### src/hw/bcoc_defines.svh
// Constants for the bus clock output control block
`ifndef BCOC_DEFINES_SVH
`define BCOC_DEFINES_SVH
// ----------------------------------------
// Register map
// ----------------------------------------
`define BCOC_ADDR_SLOWDIV  8'he0
`define BCOC_ADDR_CTRL     8'he1
`define BCOC_ADDR_STATUS   8'he2
// ----------------------------------------
// Control fields, divider reset value and clock periods
// ----------------------------------------
`define BCOC_CTRL_EN_BIT      0
`define BCOC_CTRL_STOP_BIT    1
`define BCOC_CTRL_STR_BIT     2
`define BCOC_CTRL_STRN_LSB    4
`define BCOC_STRN_W           2
`define BCOC_SLOWDIV_RST      8'h00
`define BCOC_OSC_PERIOD_NS    100
`define BCOC_SYS_PERIOD_NS    100
`define BCOC_OSC_CYC          ((`BCOC_OSC_PERIOD_NS + `BCOC_SYS_PERIOD_NS - 1) / `BCOC_SYS_PERIOD_NS)
`endif

### src/hw/bcoc_pkg.sv
// Types shared by the bus clock output control modules
package bcoc_pkg;
   typedef enum logic [1:0] {
      BCOC_NORM_SINGLE = 2'h0,
      BCOC_SPEC_SINGLE = 2'h1,
      BCOC_SPEC_PERIPH = 2'h2,
      BCOC_EXPANDED    = 2'h3
   } bcoc_mode_t;
   typedef enum logic [1:0] {
      BCOC_PH_LOW  = 2'h0,
      BCOC_PH_HIGH = 2'h1,
      BCOC_PH_HOLD = 2'h3
   } bcoc_phase_t;
endpackage

### src/hw/bcoc_div_if.sv
// Interface between the top and the phase divider
`timescale 1ns/10ps
interface bcoc_div_if;
   logic       step;
   logic [7:0] div;
   logic       stop;
   logic       stretch;
   logic [1:0] nstretch;
   logic       half_tick;
   logic       clk_level;
   modport ctrl (output step, div, stop, stretch, nstretch, input half_tick, clk_level);
   modport gen  (input step, div, stop, stretch, nstretch, output half_tick, clk_level);
endinterface

### src/hw/bcoc_phase_div.sv
// Phase generator producing the bus clock level from oscillator ticks
`timescale 1ns/10ps
module bcoc_phase_div (
   input  wire logic clk_in,
   input  wire logic rst_in,
   bcoc_div_if.gen   dv
);
   logic [7:0]              cnt_q;
   logic [1:0]              str_q;
   bcoc_pkg::bcoc_phase_t   ph_q;
   logic                    tick;

   // ----------------------------------------
   // Slow divider: a half period lasts div+1 oscillator steps
   // ----------------------------------------
   // Compare with >= so that lowering the divider mid count cannot stall for a full wrap
   assign tick = dv.step && !dv.stop && (cnt_q >= dv.div);

   always_ff @(posedge clk_in) begin
      if (rst_in) begin
         cnt_q <= 8'h00;
      end else if (dv.step && !dv.stop) begin
         cnt_q <= (cnt_q >= dv.div) ? 8'h00 : 8'(cnt_q + 8'h01);
      end
   end

   // Low, high, then extra high periods while stretching; stop freezes all
   always_ff @(posedge clk_in) begin
      if (rst_in) begin
         ph_q  <= bcoc_pkg::BCOC_PH_LOW;
         str_q <= 2'h0;
      end else if (tick) begin
         unique case (ph_q)
            bcoc_pkg::BCOC_PH_LOW: begin
               ph_q  <= bcoc_pkg::BCOC_PH_HIGH;
               str_q <= dv.stretch ? dv.nstretch : 2'h0;
            end
            bcoc_pkg::BCOC_PH_HIGH: begin
               ph_q <= (str_q != 2'h0) ? bcoc_pkg::BCOC_PH_HOLD : bcoc_pkg::BCOC_PH_LOW;
            end
            bcoc_pkg::BCOC_PH_HOLD: begin
               if (str_q == 2'h1) begin
                  ph_q <= bcoc_pkg::BCOC_PH_LOW;
               end
               str_q <= 2'(str_q - 2'h1);
            end
            default: ph_q <= bcoc_pkg::BCOC_PH_LOW;
         endcase
      end
   end

   assign dv.half_tick = tick;
   assign dv.clk_level = (ph_q != bcoc_pkg::BCOC_PH_LOW);
endmodule // bcoc_phase_div

### src/hw/bcoc_top.sv
// Bus clock output control: generation, gating, stop and slow divider
//
// Local design decision: the address-and-strobe port.
`timescale 1ns/10ps
`include "bcoc_defines.svh"

module bcoc_top #(
   parameter bit HAS_SLOWDIV = 1'b1
) (
   input  wire logic       clk_in,
   input  wire logic       rst_in,
   input  wire logic [1:0] mode_in,
   input  wire logic       osc_tick_in,
   input  wire logic       bus_clock_pin_in,
   input  wire logic [7:0] addr_in,
   input  wire logic [7:0] wdata_in,
   input  wire logic       wr_in,
   input  wire logic       rd_in,
   output logic [7:0]      rdata_out,
   output logic            bus_clock_pin_out,
   output logic            bus_clock_pin_oe_out,
   output logic            bus_clock_out,
   output logic            addr_phase_out
);
   bcoc_div_if dv ();
   bcoc_pkg::bcoc_mode_t mode_q;
   logic       osc_s1_q, osc_s2_q, osc_s3_q;
   logic [1:0] mode_s1_q, mode_s2_q;
   logic       pin_s1_q, pin_s2_q;
   logic       strt_q;
   logic [7:0] slowdiv_q;
   logic       en_q, stop_q, str_q;
   logic [1:0] nstr_q;
   logic       en_act_q;
   logic       clk_int;

   // ----------------------------------------
   // Strap capture and input synchronisers
   // ----------------------------------------
   // Mode straps are sampled in the first cycle after reset is lifted
   always_ff @(posedge clk_in) begin
      if (rst_in) begin
         strt_q <= 1'b1;
         mode_q <= bcoc_pkg::BCOC_NORM_SINGLE;
      end else if (strt_q) begin
         strt_q <= 1'b0;
         mode_q <= bcoc_pkg::bcoc_mode_t'(mode_s2_q);
      end
   end

   // Oscillator, pin and straps are asynchronous; only the second stage feeds logic, plus the third for the oscillator edge.
   // No reset here, so a high oscillator level at release cannot fake an edge
   always_ff @(posedge clk_in) begin
      osc_s1_q  <= osc_tick_in;
      osc_s2_q  <= osc_s1_q;
      osc_s3_q  <= osc_s2_q;
      pin_s1_q  <= bus_clock_pin_in;
      pin_s2_q  <= pin_s1_q;
      mode_s1_q <= mode_in;
      mode_s2_q <= mode_s1_q;
   end

   // ----------------------------------------
   // Registers
   // ----------------------------------------
   // Only rising oscillator edges step, so at div 0 the bus runs at half that rate
   assign dv.step     = osc_s2_q && !osc_s3_q;
   assign dv.div      = HAS_SLOWDIV ? slowdiv_q : 8'h00;
   assign dv.stop     = stop_q;
   assign dv.stretch  = str_q;
   assign dv.nstretch = nstr_q;

   // Divider only exists on parts with it; else writes are dropped
   always_ff @(posedge clk_in) begin
      if (rst_in) begin
         slowdiv_q <= `BCOC_SLOWDIV_RST;
      end else if (wr_in && addr_in == `BCOC_ADDR_SLOWDIV && HAS_SLOWDIV) begin
         slowdiv_q <= wdata_in;
      end
   end

   // Enable default follows the strapped mode, at the strap cycle
   always_ff @(posedge clk_in) begin
      if (rst_in) begin
         en_q   <= 1'b0;
         stop_q <= 1'b0;
         str_q  <= 1'b0;
         nstr_q <= 2'h0;
      end else if (strt_q) begin
         en_q <= (bcoc_pkg::bcoc_mode_t'(mode_s2_q) == bcoc_pkg::BCOC_SPEC_SINGLE);
      end else if (wr_in && addr_in == `BCOC_ADDR_CTRL) begin
         en_q   <= wdata_in[`BCOC_CTRL_EN_BIT];
         stop_q <= wdata_in[`BCOC_CTRL_STOP_BIT];
         str_q  <= wdata_in[`BCOC_CTRL_STR_BIT];
         nstr_q <= wdata_in[`BCOC_CTRL_STRN_LSB +: `BCOC_STRN_W];
      end
   end

   // Read data valid only in the cycle after the strobe
   always_ff @(posedge clk_in) begin
      if (rst_in) begin
         rdata_out <= 8'h00;
      end else if (rd_in) begin
         unique case (addr_in)
            `BCOC_ADDR_SLOWDIV: rdata_out <= HAS_SLOWDIV ? slowdiv_q : 8'h00;
            `BCOC_ADDR_CTRL:    rdata_out <= {2'h0, nstr_q, 1'b0, str_q, stop_q, en_q};
            `BCOC_ADDR_STATUS:  rdata_out <= {4'h0, mode_q, en_act_q, clk_int};
            default:            rdata_out <= 8'h00;
         endcase
      end else begin
         rdata_out <= 8'h00;
      end
   end

   // ----------------------------------------
   // Output gating
   // ----------------------------------------
   bcoc_phase_div u_div (
      .clk_in (clk_in),
      .rst_in (rst_in),
      .dv     (dv.gen)
   );

   // Peripheral mode takes the clock from the pin instead
   assign clk_int = (mode_q == bcoc_pkg::BCOC_SPEC_PERIPH) ? pin_s2_q : dv.clk_level;

   // Gate updates only while the clock is low at a half tick, avoiding runt pulses
   always_ff @(posedge clk_in) begin
      if (rst_in) begin
         en_act_q <= 1'b0;
      end else if (dv.half_tick && !dv.clk_level) begin
         en_act_q <= en_q;
      end
   end

   always_ff @(posedge clk_in) begin
      if (rst_in) begin
         bus_clock_pin_out    <= 1'b0;
         bus_clock_pin_oe_out <= 1'b0;
         bus_clock_out        <= 1'b0;
         addr_phase_out       <= 1'b1;
      end else begin
         bus_clock_pin_out    <= en_act_q && dv.clk_level && !stop_q;
         bus_clock_pin_oe_out <= (mode_q != bcoc_pkg::BCOC_SPEC_PERIPH);
         bus_clock_out        <= clk_int;
         addr_phase_out       <= !clk_int;
      end
   end
endmodule // bcoc_top

### config.mk
export PLATFORM = sky130hd
export DESIGN_NAME = bcoc_top
export DESIGN_NICKNAME = d
export VERILOG_FILES = /design/src/hw/bcoc_pkg.sv /design/src/hw/bcoc_div_if.sv /design/src/hw/bcoc_phase_div.sv /design/src/hw/bcoc_top.sv
export VERILOG_INCLUDE_DIRS = /design/src /design/src/hw
export SDC_FILE = /design/constraint.sdc
export NUM_CORES = 1
export LEC_CHECK = 0
export BUFFER_PORTS_ARGS = -buffer_cell sky130_fd_sc_hd__buf_2
export CAP_MARGIN = 10
export CORE_ASPECT_RATIO = 1.2
export CORE_MARGIN = 10
export CORE_UTILIZATION = 42
export DETAILED_ROUTE_END_ITERATION = 7
export GPL_TIMING_DRIVEN = 1
export PLACE_DENSITY = 0.72
export SLEW_MARGIN = 15
export SYNTH_ARGS = -nofsm -noshare
export SYNTH_HDL_FRONTEND = slang
export SYNTH_HIERARCHICAL = 1
export SYNTH_SLANG_ARGS = --single-unit
### constraint.sdc
create_clock -name clk_in -period 2.7 [get_ports clk_in]
set_input_delay 0.54 -clock clk_in [delete_from_list [all_inputs] [get_ports clk_in]]
set_output_delay 0.54 -clock clk_in [all_outputs]
set_load 0.005 [all_outputs]
* Word-level counts from Yosys, hierarchy flattened *
Index checks and enable logic that the tools add are counted.

cells by class
  mux-type cells = 11
  add/subtract/negate cells = 2
  bitwise gates (word level) = 2
  order comparisons = 1
  reductions and logical operators = 21
  equality and inequality tests = 10

operators by type and width
  kind                                                                      number
  8-bit == test (second input constant)                                     3
  8-bit case mux with 3 select lines                                        1
  8-bit by 1-bit adder with 8-bit output (second input constant)            1
  8-bit >= comparator                                                       1
  1-bit logical AND                                                         8
  8-bit 2-to-1 mux                                                          1
  2-bit nonzero test                                                        4
  2-bit by 1-bit == test with 1-bit output (second input constant)          3
  2-bit 2-to-1 mux                                                          3
  2-bit case mux with 3 select lines                                        1
  2-bit AND reduction                                                       3
  2-bit == test (second input constant)                                     2
  1-bit zero test                                                           4
  1-bit 2-to-1 mux                                                          4
  2-bit case mux with 2 select lines                                        1
  2-bit zero test                                                           1
  2-bit by 1-bit inequality test with 1-bit output (second input constant)  1
  2-bit inequality test (second input constant)                             1
  1-bit NOT                                                                 2
  2-bit OR reduction                                                        1
  2-bit by 1-bit subtractor with 2-bit output (second input constant)       1

storage, ports and cells
  logic and storage cells = 70
  output and inout port bits = 12
  register bits after elaboration = 50
  input port bits = 24

* Longest topological paths before layout *
  word-level depth = 5
  depth in mapped cells = 10
  gate-level depth less buffers = 10

* Cells and area by module *
The synthesis kept the hierarchy.

modules (own cells, without submodules)
  module          area an instance (µm²)  instances  cells each  sequential area each (µm²)
  bcoc_top        1332.5                  1          114         760.7
  bcoc_phase_div  858.3                   1          108         240.2

* Least setup slack after synthesis *
OpenSTA, ideal clock, no wires.

  kind = reg2reg
  from = register u_div.cnt_q[0]
  to = register en_act_q
  required time = 2572 ps
  period minus slack after synthesis = 2037 ps
  cell stages (with the launch flop) = 11
  arrival time = 1909 ps
  buffers on the path = 0
  setup time = 128 ps
  setup slack = 663 ps
  cell sequence = dfxtp_1 -> inv_1 -> ha_1 -> nand2b_1 -> a2111oi_0 -> o41a_1 -> nand2b_1 -> inv_1 -> nor2b_1 -> mux2i_1 -> nor2_1

between the ends
  cells in the longest elaborated chain, start to end = 3

ends and longest elaborated chain
  what                    line                  RTL
  from (decl)             bcoc_phase_div.sv:8   logic [7:0] cnt_q;
  from (signal assigned)  bcoc_phase_div.sv:23  cnt_q <= (cnt_q >= dv.div) ? 8'h00 : 8'(cnt_q + 8'h01);
  8-bit >= comparator     bcoc_phase_div.sv:17  assign tick = dv.step && !dv.stop && (cnt_q >= dv.div);
  1-bit logical AND       bcoc_phase_div.sv:17
  via dv.half_tick        bcoc_div_if.sv:9      logic half_tick;
  1-bit logical AND       bcoc_top.sv:131       end else if (dv.half_tick && !dv.clk_level) begin
  to (signal assigned)    bcoc_top.sv:132       en_act_q <= en_q;
  to (decl)               bcoc_top.sv:34        logic en_act_q;

The timed path passes the listed nets, and every way through them passes these cells.
A chain may end at the register's enable or synchronous reset.

* Final worst setup path *
Same ends and word-level chain as after synthesis.

==> run_results.csv <==
group,metric,value,unit
floorplanning,initial_core_util,43.73,%
worst_setup_path,critical_path_class,"register to register",
timing,rsz0062_at_grt,"no",
hold_path,hp-start,"osc_tick_in",
timing,fin_skew,0.006951,ns
global_route,grt_pass1_vias,1604,
synthesis,syn_avg_cell_area,9.869,µm²
timing,period_needed,2.157,ns
synthesis,synth_nets,260,
timing,slew_headroom,60.69,%
timing,final.setup.tns,0,ns
synthesis,ys_seq_area_share,45.69,%
place,io_buffers,35,
timing,worst_slew_pin_slew,0.5896,ns
synthesis,synthCells,222,
clock_network,cts_hold_buf,0,
synthesis,ys_warn_count,6,
flow_run,maxCapViolations,0,
cells_and_area,layout-drive-gt1-share,20.54,%
timing,drv_slew,0,
pwr,cellPowerDensity,544.0,nW/µm²
cells_and_area,syn_to_final_growth,14.91,%
drt,first_pass_iters,4,
place,place_ws,0.5458,ns
timing,hold_violations,0,
global_route,gr-total-overflow,0,
pwr,p_leak,1.142,nW
synthesis,syn_area,2191,µm²
hold_path,hold_path.class,"input port to register",
worst_setup_path,worstPathRequired,2.89,ns
hold_path,hold_depth,1,
pwr,ir_worst_vdd,212.7,µV
timing,setup_viol_count_final,0,
synthesis,async_flop_share,0,%
clock_network,cts_inserted_buffers,5,
cells_and_area,layout.nets,295,
synthesis,ys.flop_type,"dfxtp_1",
timing,layout_setup_ws,0.5432,ns
global_route,grt_max_degree,33,
drt,vias,1635,
worst_setup_path,worst-path-max-fanout,4,
worst_setup_path,crit_path_start_kind,"register",
clock_network,post-cts-setup-buffer-count,0,
floorplanning,die-area,8517,µm²
floorplanning,num_rows,28,
floorplanning,die_h,99.12,µm
drt,antenna_left,0,
clock_network,cts_tree,"done",
clock_network,clkTransAtPathRegs,0.09,ns
worst_setup_path,r2r_setup_slack,0.54,ns
worst_setup_path,critPathArrivalTime,2.34,ns
worst_setup_path,timing.rr.end,"en_act_q",
clock_network,ctsResizeCount,0,
drt,routed_wl,4539,µm
floorplanning,fp.coreArea,5010,µm²
worst_setup_path,cp-end-kind,"register",
global_route,grt_usage,10.98,%
place,dpl-instance-area,2409,µm²
run_status,status,"complete, no violations",
synthesis,synth_enable_flop_cells,0,
drt,route.detailed.drc,0,
place,dp_hpwl,3423,µm
clock_network,root_buffer,"clkbuf_8",
synthesis,synth_cell_types,41,
timing,holdWs,0.3292,ns
drt,drtIter0Drc,93,
timing,min_period_over_period,79.88,%
clock_network,cts.sinks,50,
hold_path,hold_end,"osc_s1_q",
global_route,grt_first_pass_wirelength,7617,µm
drt,wire_per_inst,14.27,µm
cells_and_area,final_area,2517,µm²
global_route,antenna_found_initial,0,
place,place_congestion,0.8029,
clock_network,htree_levels,2,
cells_and_area,num_antenna_cells,0,
clock_network,clock_latency,0.31,ns
synthesis,ys_ff_latch,50,
timing,max_freq,463.7,MHz
floorplanning,die_x,85.93,µm
clock_network,clk_path_buf_depth,2,
drt,routed_via_density,5.142,
worst_setup_path,r2r_start,"u_div/cnt_q[0]",
floorplanning,io_pins,36,
worst_setup_path,reg2regPathDepth,10,
[logic make-up after synthesis]
family / count (synthesis) / synth area share (%)
AOI/OAI and AO/OA: 30 / 9.823
xor gates and xnor gates: 3 / 1.200
adders and majority gates: 14 / 7.996
buffers and inverters: 25 / 4.740
DFF: 50 / 45.69
muxes: 21 / 9.594
and+or+nand+nor: 79 / 20.96
[worst max-delay path, cell delays in order (launching register included)]
cell	delay (ns)
dfxtp_1	0.37
inv_1	0.07
ha_1	0.26
nand2b_1	0.13
a2111oi_0	0.42
o41a_1	0.19
nand2b_1	0.16
inv_1	0.09
nor2b_1	0.15
mux2i_1	0.14
nor2_1	0.05
[cell type report]
class | instances | area, µm²
Tap cell | 60 | 75.07
Clock inverter | 3 | 40.04
Clock buffer | 5 | 68.82
Multi-Input combinational cell | 147 | 1086
Inverter | 17 | 63.81
Sequential cell | 50 | 1001
Timing Repair Buffer | 36 | 182.7
Fill cell | 470 | 2492
[flip-flops by register name (all words and copies together) (netlist names), 2 cells and up]
register / flops
mode_q: 2
u_div/ph_q: 2
dv.div: 8
rdata_out: 8
mode_s1_q: 2
u_div/cnt_q: 8
dv.nstretch: 2
u_div/str_q: 2
mode_s2_q: 2
[cells in the mapped netlist, types with 2 or more instances]
cell,n,area share [%]
a21oi_1,12,2.7
a31oi_1,2,0.57
buf_2,2,0.46
buf_4,2,0.69
clkbuf_1,3,0.51
dfxtp_1,50,46
ha_1,14,8.0
inv_1,17,2.9
mux2i_1,21,9.6
nand2_1,10,1.7
nand2b_1,6,1.7
nand3_1,7,1.6
nand4b_1,2,0.80
nor2_1,28,4.8
nor2b_1,4,1.1
nor3_1,8,1.8
nor4b_2,2,1.4
o21a_1,2,0.69
o21ai_0,3,0.69
o311a_1,3,1.4
o31ai_1,3,1.0
xnor2_1,2,0.80
[cells in the final DEF (no fill, tap or decap), drive strengths merged, types with 2 or more instances in the layout]
cell    count
a21oi      12
a31oi       2
buf        36
clkbuf      5
clkinv      2
dfxtp      50
ha         14
inv        17
mux2i      21
nand2      11
nand2b      6
nand3       8
nand4b      3
nor2       28
nor2b       4
nor3        8
nor4b       3
o21a        2
o21ai       3
o311a       3
o31ai       3
xnor2       2
[through the flow]
stage	utilization, %	instances	total power (W)
6_report	50.25	318	0.001370
5_1_grt	50.25	318	0.001418
3_3_place_gp	48.08	310	0.0008696
2_1_floorplan	-	222	0.0008368
3_5_place_dp	48.08	310	0.0008726
4_1_cts	50.25	318	0.001384
[power by group]
part | switching (W) | internal [W]
registers | 0.00000970 | 0.000755
logic | 0.0000509 | 0.0000393
clock network | 0.000242 | 0.000273
[worst max path at each step]
stage / startpoint / endpoint / slack (ns) / cells past startpoint
5_1_grt: u_div/cnt_q[0] / en_act_q / 0.27 / 10
4_1_cts: u_div/cnt_q[0] / en_act_q / 0.53 / 10
2_1_floorplan: u_div/cnt_q[0] / en_act_q / 0.66 / 10
3_3_place_gp: u_div/cnt_q[0] / en_act_q / 0.61 / 10
3_5_place_dp: u_div/cnt_q[0] / en_act_q / 0.55 / 10
6_report: u_div/cnt_q[0] / en_act_q / 0.54 / 10
[per-layer routing]
layer | wire [µm] | GRT usage [%]
met5 | 0 | 0
met4 | 112 | 6.091
met3 | 244 | 3.755
met2 | 2290 | 18.68
met1 | 1891 | 11.50
Power figures use the tool's default switching activity.
